===== config.mk =====
export PLATFORM = sky130hd
export DESIGN_NAME = pcrs_sequencer
export DESIGN_NICKNAME = d
export VERILOG_FILES = /design/src/pcrs_pkg.sv /design/src/pcrs_phase_div.sv /design/src/pcrs_sequencer.sv
export SDC_FILE = /design/constraint.sdc
export NUM_CORES = 1
export LEC_CHECK = 0
export ABC_AREA = 1
export BUFFER_PORTS_ARGS = -buffer_cell sky130_fd_sc_hd__buf_2
export CAP_MARGIN = 15
export CORE_MARGIN = 2
export CORE_UTILIZATION = 40
export CTS_CLUSTER_SIZE = 20
export DETAILED_ROUTE_END_ITERATION = 16
export PLACE_DENSITY = 0.58
export SETUP_SLACK_MARGIN = 0.4
export SKIP_CTS_REPAIR_TIMING = 1
export SYNTH_ARGS = -nofsm -noshare
export SYNTH_HDL_FRONTEND = slang
export SYNTH_SLANG_ARGS = --single-unit
export TNS_END_PERCENT = 100

===== constraint.sdc =====
create_clock -name clk -period 2.1 [get_ports clk]
set_input_delay 0.105 -clock clk [delete_from_list [all_inputs] [get_ports clk]]
set_output_delay 0.105 -clock clk [all_outputs]
set_load 0.05 [all_outputs]

===== src/pcrs_pkg.sv =====
package pcrs_pkg;
   // Clock and request timing
   localparam int CLK_PERIOD_NS = 50;
   localparam int REQ_MIN_LOW_NS = 10;
   localparam int REQ_MIN_LOW_CYC_RAW =
      (REQ_MIN_LOW_NS + CLK_PERIOD_NS - 1) / CLK_PERIOD_NS;
   localparam int REQ_MIN_LOW_CYC =
      (REQ_MIN_LOW_CYC_RAW < 1) ? 1 : REQ_MIN_LOW_CYC_RAW;

   // Reset interval in base clock cycles and reference cycles
   localparam int CNT_W = 11;
   localparam logic [10:0] RST_BASE_CYCLES = 11'h400;
   localparam int RST_REF_CYCLES = 512;
   localparam logic [10:0] CNT_RESET = 11'h000;

   // Output divider phase
   localparam int PH_W = 3;
   localparam logic [2:0] PH_RESET = 3'h0;
   localparam logic [1:0] PH_BASE_LAST = 2'h3;

   // Power-down recovery bound in base cycles
   localparam int PD_RECOVER_BASE = 3;

   // Bounds on one reset interval in clock cycles, for the helper check
   localparam int HOLD_MIN = 4092;
   localparam int HOLD_MAX = 4100;

   // Reset/lock output sequencer states
   typedef enum logic [1:0] {
      ST_UNLOCKED,
      ST_REQ_HELD,
      ST_COUNTING,
      ST_RELEASED
   } pcrs_state_t;
endpackage : pcrs_pkg


===== src/pcrs_phase_div.sv =====
`timescale 1ns/10ps
module pcrs_phase_div (
   input wire logic clk,
   input wire logic srst,
   output logic [2:0] phase,
   output logic base_tick
);
   logic [2:0] ph_q;
   logic [2:0] ph_d;

   // Free-running phase, never gated
   always_comb begin
      ph_d = ph_q + 3'h1;
   end

   always_ff @(posedge clk) begin
      if (srst) begin
         ph_q <= pcrs_pkg::PH_RESET;
      end else begin
         ph_q <= ph_d;
      end
   end

   // One pulse per base clock period
   assign phase = ph_q;
   assign base_tick = (ph_q[1:0] == pcrs_pkg::PH_BASE_LAST);
endmodule : pcrs_phase_div


===== src/pcrs_sequencer.sv =====
`timescale 1ns/10ps
// Function
// - Power-down holds double-rate, base a, b low
// - Held outputs rejoin in phase within three cycles
// - Request pulse holds reset/lock low 1024 base cycles
// - Clocks keep running during the reset interval
// - After 1024th cycle release reset/lock to high-Z
// - Request low at start-up keeps output low
// - Output released only after PLL lock
// - Unlocked with request high drives output low
// - Double-rate at twice base, half-rate at half
module pcrs_sequencer (
   input wire logic clk,
   input wire logic srst,
   input wire logic pll_locked,
   input wire logic output_powerdown_reset_n,
   input wire logic reset_request_n,
   output logic double_rate_clock_out,
   output logic base_clock_out_a,
   output logic base_clock_out_b,
   output logic base_clock_out_c,
   output logic inverted_base_clock_out,
   output logic half_rate_clock_out,
   output logic reset_lock_out,
   output logic reset_lock_oe
);
   logic [2:0] phase;
   logic base_tick;
   logic held_q, held_d;
   logic dbl_q, dbl_d;
   logic base_ab_q, base_ab_d;
   logic base_c_q, base_c_d;
   logic inv_q, inv_d;
   logic half_q, half_d;
   pcrs_pkg::pcrs_state_t state_q, state_d;
   logic [10:0] cnt_q, cnt_d;
   logic oe_q, oe_d;
   logic od_q;

   // Divider supplying phase and base-period enable
   pcrs_phase_div u_div (
      .clk(clk),
      .srst(srst),
      .phase(phase),
      .base_tick(base_tick)
   );

   // Power-down hold, cleared only on a base period boundary
   always_comb begin
      held_d = held_q;
      if (!output_powerdown_reset_n) begin
         held_d = 1'b1;
      end else if (base_tick) begin
         held_d = 1'b0;
      end
   end

   // Output clock waveforms from the shared phase
   always_comb begin
      dbl_d = ~phase[0] & ~held_d;
      base_ab_d = ~phase[1] & ~held_d;
      base_c_d = ~phase[1];
      inv_d = phase[1];
      half_d = ~phase[2];
   end

   always_ff @(posedge clk) begin
      if (srst) begin
         held_q <= 1'b1;
         dbl_q <= 1'b0;
         base_ab_q <= 1'b0;
         base_c_q <= 1'b0;
         inv_q <= 1'b0;
         half_q <= 1'b0;
      end else begin
         held_q <= held_d;
         dbl_q <= dbl_d;
         base_ab_q <= base_ab_d;
         base_c_q <= base_c_d;
         inv_q <= inv_d;
         half_q <= half_d;
      end
   end

   // Reset/lock sequencing; any sampled low request counts
   always_comb begin
      state_d = state_q;
      cnt_d = cnt_q;
      if (!pll_locked) begin
         state_d = pcrs_pkg::ST_UNLOCKED;
         cnt_d = pcrs_pkg::CNT_RESET;
      end else if (!reset_request_n) begin
         state_d = pcrs_pkg::ST_REQ_HELD;
         cnt_d = pcrs_pkg::CNT_RESET;
      end else begin
         case (state_q)
            pcrs_pkg::ST_UNLOCKED: begin
               state_d = pcrs_pkg::ST_COUNTING;
            end
            pcrs_pkg::ST_REQ_HELD: begin
               state_d = pcrs_pkg::ST_COUNTING;
            end
            pcrs_pkg::ST_COUNTING: begin
               if (base_tick) begin
                  if (cnt_q == pcrs_pkg::RST_BASE_CYCLES - 11'h001) begin
                     state_d = pcrs_pkg::ST_RELEASED;
                     cnt_d = pcrs_pkg::CNT_RESET;
                  end else begin
                     cnt_d = cnt_q + 11'h001;
                  end
               end
            end
            pcrs_pkg::ST_RELEASED: begin
               state_d = pcrs_pkg::ST_RELEASED;
            end
            default: begin
               state_d = pcrs_pkg::ST_UNLOCKED;
            end
         endcase
      end
      oe_d = (state_d != pcrs_pkg::ST_RELEASED);
   end

   always_ff @(posedge clk) begin
      if (srst) begin
         state_q <= pcrs_pkg::ST_UNLOCKED;
         cnt_q <= pcrs_pkg::CNT_RESET;
         oe_q <= 1'b1;
         od_q <= 1'b0;
      end else begin
         state_q <= state_d;
         cnt_q <= cnt_d;
         oe_q <= oe_d;
         od_q <= 1'b0; // Open drain only ever pulls low
      end
   end

   assign double_rate_clock_out = dbl_q;
   assign base_clock_out_a = base_ab_q;
   assign base_clock_out_b = base_ab_q;
   assign base_clock_out_c = base_c_q;
   assign inverted_base_clock_out = inv_q;
   assign half_rate_clock_out = half_q;
   assign reset_lock_out = od_q;
   assign reset_lock_oe = oe_q;

   // Helper: clock cycles spent low with request high and locked
   logic [13:0] hold_cyc_q;
   always_ff @(posedge clk) begin
      if (srst || !reset_request_n || !pll_locked || !oe_q) begin
         hold_cyc_q <= 14'h0000;
      end else begin
         hold_cyc_q <= hold_cyc_q + 14'h0001;
      end
   end
endmodule : pcrs_sequencer


# --- Yosys cells after proc, flatten, opt, wreduce, memory -nomap -nowiden ---
# Index checks and enable logic that the tools add are counted.
totals:
  ff_bits: 23
  latchBits: 0
  ram_bits: 0
  romBits: 0
  inputBits: 5
  mem_count: 0
classes:
  add_sub_neg: 2
  multipliers: 0
  div: 0
  magnitude_cmp: 0
  n_eq_ne: 6
  shifts: 0
  mux: 8
  n_bitwise: 8
  reduce_logical: 4
ops:
  columns: ["cell", "count"]
  rows:
  - ["11-bit by 1-bit adder with 11-bit output, second input constant", 1]
  - ["11-bit by 10-bit == test with 1-bit output, second input constant", 1]
  - ["11-bit two-way mux", 1]
  - ["2-bit two-way mux", 4]
  - ["2-bit == test, second input constant", 3]
  - ["1-bit inverter", 6]
  - ["2-bit one-hot mux with 3 select lines", 1]
  - ["3-bit by 1-bit adder with 3-bit output, second input constant", 1]
  - ["3-bit OR reduction", 1]
  - ["1-bit bitwise AND", 2]
  - ["2-bit by 1-bit == test with 1-bit output, second input constant", 1]
  - ["2-bit logical NOT", 1]
  - ["1-bit two-way mux", 2]
  - ["2-bit inequality test, second input constant", 1]
  - ["2-bit AND reduction", 1]
  - ["2-bit OR reduction", 1]

# --- Depth between registers and ports, before layout ---
depth:
  depth_word: 7
  ltp_mapped: 8

# --- By module ---
# Synthesis repeated with hierarchy kept, for this count alone.
unflattened:
  hier_cells: 113
  area_unflattened_um2: 932.1
modules_own_cells:
  columns: ["module", "instances", "cells_per_inst", "area_each_um2", "seq_area_each_um2"]
  rows:
  - ["pcrs_sequencer", 1, 101, 827.0, 400.4]
  - ["pcrs_phase_div", 1, 12, 105.1, 60.1]

# --- Worst setup path after synthesis ---
# No wires, ideal clock.
synth_path:
  path_kind: "reg-to-reg"
  from: "reg u_div.ph_q[1], in the netlist u_div.phase[1]"
  to: "reg cnt_q[6]"
  setup_ns: 0.116
  t_arrival_ns: 1.127
  required_ns: 1.984
  path_slack_ns: 0.858
  path_stages_with_launch: 7
  period_less_slack_ns: 1.242
  path_cell_list: "dfxtp_1 > ha_1 > nand3_4 > nor3_4 > nand3_1 > nand2_1 > nor2_1"
synth_between:
  elab_chain_cells: 2
synth_lines:
  columns: ["element", "line", "rtl"]
  rows:
  - ["from (decl)", "pcrs_phase_div.sv:8", "logic [2:0] ph_q;"]
  - ["from (signal assigned)", "pcrs_phase_div.sv:18", "ph_q <= pcrs_pkg::PH_RESET;"]
  - ["from (signal assigned)", "pcrs_phase_div.sv:20", "ph_q <= ph_d;"]
  - ["2-bit == test", "pcrs_phase_div.sv:26", "assign base_tick = (ph_q[1:0] == pcrs_pkg::PH_BASE_LAST);"]
  - ["2-bit AND reduction (no source line)", null, null]
  - ["to (signal assigned)", "pcrs_sequencer.sv:127", "cnt_q <= pcrs_pkg::CNT_RESET;"]
  - ["to (signal assigned)", "pcrs_sequencer.sv:132", "cnt_q <= cnt_d;"]
  - ["to (decl)", "pcrs_sequencer.sv:36", "logic [10:0] cnt_q, cnt_d;"]
# Every way passes these cells.
# A chain may end at the register's enable or synchronous reset.

# --- Final worst setup path ---
layout_path:
  from: "reg u_div.ph_q[1], in the netlist u_div.phase[1]"
  to: "reg state_q[0]"
layout_between:
  elab_chain_cells: 5
layout_lines:
  columns: ["element", "line", "rtl"]
  rows:
  - ["2-bit == test", "pcrs_phase_div.sv:26", null]
  - ["2-bit two-way mux", "pcrs_sequencer.sv:104", "if (base_tick) begin"]
  - ["2-bit one-hot mux with 3 select lines", "pcrs_sequencer.sv:96", "case (state_q)"]
  - ["2-bit two-way mux", "pcrs_sequencer.sv:92", "end else if (!reset_request_n) begin"]
  - ["2-bit two-way mux", "pcrs_sequencer.sv:89", "if (!pll_locked) begin"]
  - ["to (signal assigned)", "pcrs_sequencer.sv:126", "state_q <= pcrs_pkg::ST_UNLOCKED;"]
  - ["to (signal assigned)", "pcrs_sequencer.sv:131", "state_q <= state_d;"]
  - ["to (decl)", "pcrs_sequencer.sv:35", "pcrs_pkg::pcrs_state_t state_q, state_d;"]
# Every way passes these cells.

==> flow_summary_export.csv <==
group,metric,value,unit
cells_and_area,drive_gt1_share,16.31,%
cells_and_area,diodes,0,
sta,max_freq,0.7123,GHz
global_route,antenna_found_initial,0,
critical_path,crit_end,"state_q[0]$_SDFF_PP0_",
logic_synthesis,yosys_warnings,0,
critical_path,start_kind,"flip-flop",
cells_and_area,nNetsFinal,149,
placement,finalWeightedCongestion,0.7135,
global_route,grt_pass1_wl,2960,um
routing,dr.pass1.iters,4,
critical_path,crit_path_start,"u_div.phase[1]$_SDFF_PP0_",
sta,min_period,1404,ps
sta,worst_clock_skew,16.66,ps
logic_synthesis,syn-num-nets,136,
global_route,grt_overflow,0,
critical_path,crit_fanout,10,
power,power.total,727.6,uW
sta,tns,0,ps
clock_tree,clock-sinks,23,
sta,finalSetupViolCount,0,
floorplan,row_count,18,
placement,hpwl,1322,um
floorplan,die_height,53.81,um
global_route,grt_util_all_layers,14.51,%
critical_path,r2r_start,"u_div.phase[1]$_SDFF_PP0_",
clock_tree,clk_pin_slew,140,ps
clock_tree,cts_tree,"yes",
sta,slew_violations,0,
sta,hold_slack,35.04,ps
min_path,whs_path_depth,2,
critical_path,cp.arrival,1690,ps
global_route,grt_pass1_vias,715,
routing,wl_met2,786,um
logic_synthesis,syn_area,992.2,um2
min_path,hold_class,"in2reg",
routing,met3RoutedLength,45,um
sta,rsz0062_at_grt,"false",
critical_path,end_kind,"flip-flop",
routing,top_layer,"met4",
sta,finalCritPeriodShare,66.85,%
placement,dp.cells,167,
cells_and_area,fin_cells,171,
cells_and_area,layout_common_cells,"nand2_1, nor2_1, dfxtp_1",
routing,postRouteAntennaNets,0,
floorplan,core-area,2410,um2
floorplan,io_pins,13,
clock_tree,cts_buffer_depth,2,
cells_and_area,layout_commonest_cell,"nand2_1",
power,ir_drop,0.4232,mV
critical_path,reg2reg_slack,700,ps
critical_path,crit_type,"reg2reg",
global_route,grt_max_degree,15,
routing,drtIter0Drc,16,
sta,finalHoldViolCount,0,
critical_path,r2r-end,"state_q[0]$_SDFF_PP0_",
logic_synthesis,syn_avg_cell_area,7.691,um2
run,drv_cap,0,
routing,vias_per_cell,4.678,
logic_synthesis,synth_cells,129,
critical_path,ff2ff_path_depth,7,
floorplan,die_w,53.81,um
power,leakage,0.4777,nW
critical_path,cp.required,2390,ps
logic_synthesis,synth-seq-cells,23,
routing,wl_per_cell,10.31,um
clock_tree,numCtsBuffers,3,
floorplan,start_util,41.17,%
power,powerDensity,666.1,nW/um2
logic_synthesis,seq_area_frac_synth,46.41,%
routing,route.detailed.drc,0,
clock_tree,cts_max_level,1,
floorplan,die_area,2895,um2
routing,wl_met1,874,um
placement,io_buffer_count,11,
logic_synthesis,synth_cell_types,23,
routing,num_vias,800,
clock_tree,clock-root-buffer,"clkbuf_4",
cells_and_area,syn2layout_area_growth,10.09,%
clock_tree,clkLatencyLatePin,320,ps
routing,wl,1763,um
status,status,"completed",
-- worst max-delay path, stage by stage (launching register included) --
cell,delay [ps]
dfxtp_1,390
ha_1,260
nand3_4,170
nor3_4,260
nand2_1,110
nand3_1,70
nand2_1,50
inv_1,40
-- worst min path at each step --
stage | endpoint | slack (ps) | from
final | held_q$_SDFF_PP1_ | 40 | output_powerdown_reset_n
after global routing | held_q$_SDFF_PP1_ | 30 | output_powerdown_reset_n
after CTS | state_q[0]$_SDFF_PP0_ | 50 | reset_request_n
after detailed placement | state_q[0]$_SDFF_PP0_ | 400 | reset_request_n
after global placement | state_q[0]$_SDFF_PP0_ | 390 | reset_request_n
after floorplan | held_q$_SDFF_PP1_ | 260 | output_powerdown_reset_n
-- power breakdown --
group / internal, mW / switching, mW / leakage [nW]
Clock: 0.0729 / 0.139 / 0.0139
Combinational: 0.0159 / 0.0449 / 0.277
Sequential: 0.449 / 0.00650 / 0.187
-- routing by layer --
metal	up-vias	GRT usage, %
met5	-	0
li1	418	-
met2	15	22.76
met4	0	10.26
met3	9	2.500
met1	358	17.87
-- kinds of logic after synthesis --
logic type               count (synthesis)  synth area share (%)
AND/OR/NAND/NOR                         70                 34.05
flip-flops                              23                 46.41
buffers and inverters                   22                 9.458
AO/OA/AOI/OAI                            9                 5.422
XOR/XNOR                                 2                 1.766
adder cells (fa/ha/maj)                  2                 2.522
other                                    1                0.3779
-- per-stage QoR --
step | utilization, % | cell area (um2) | worst slack, ps
after floorplan | - | 992.2 | 857.5
after CTS | 45.33 | 1092 | 674.7
after detailed placement | 44.08 | 1062 | 697.7
final | 45.33 | 1092 | 696.1
after global routing | 45.33 | 1092 | 563.1
after global placement | 44.08 | 1062 | 740.9
-- flip-flops by register name, summed over array words and instances (netlist names) --
name / count
inverted_base_clock_out: 1
reset_lock_oe: 1
u_div.phase: 3
double_rate_clock_out: 1
cnt_q: 11
half_rate_clock_out: 1
base_clock_out_c: 1
state_q: 2
held_q: 1
base_clock_out_a: 1
-- area by class of cell --
class                           count  area [um2]
Tap cell                           30       37.54
Clock inverter                      1       7.507
Sequential cell                    23       460.4
Timing Repair Buffer               11       55.05
Inverter                           19       71.32
Multi-Input combinational cell     84       437.9
Fill cell                         232        1318
Clock buffer                        3       22.52
-- synthesized netlist by cell type --
master    instances  area [um2]
a21oi_1           4       20.02
ha_1              2       25.02
conb_1            1       3.750
o21bai_1          2       15.01
xnor2_1           2       17.52
dfxtp_1          23       460.4
nor2_4            1       11.26
nor2_8            1       20.02
nor2_1           24       90.09
nor3_1            1       5.000
nand4_1           2       12.51
nor3_4            1       16.27
nand3_4           1       17.52
o211ai_1          1       7.510
nand2_2           2       12.51
a31oi_1           1       6.260
o21ai_0           1       5.000
inv_1            19       71.32
buf_4             3       22.52
nand2_1          28       105.1
or2_2             1       6.260
nor2_2            1       6.260
nand3_1           7       35.03
(Power assumes the default switching activity.)
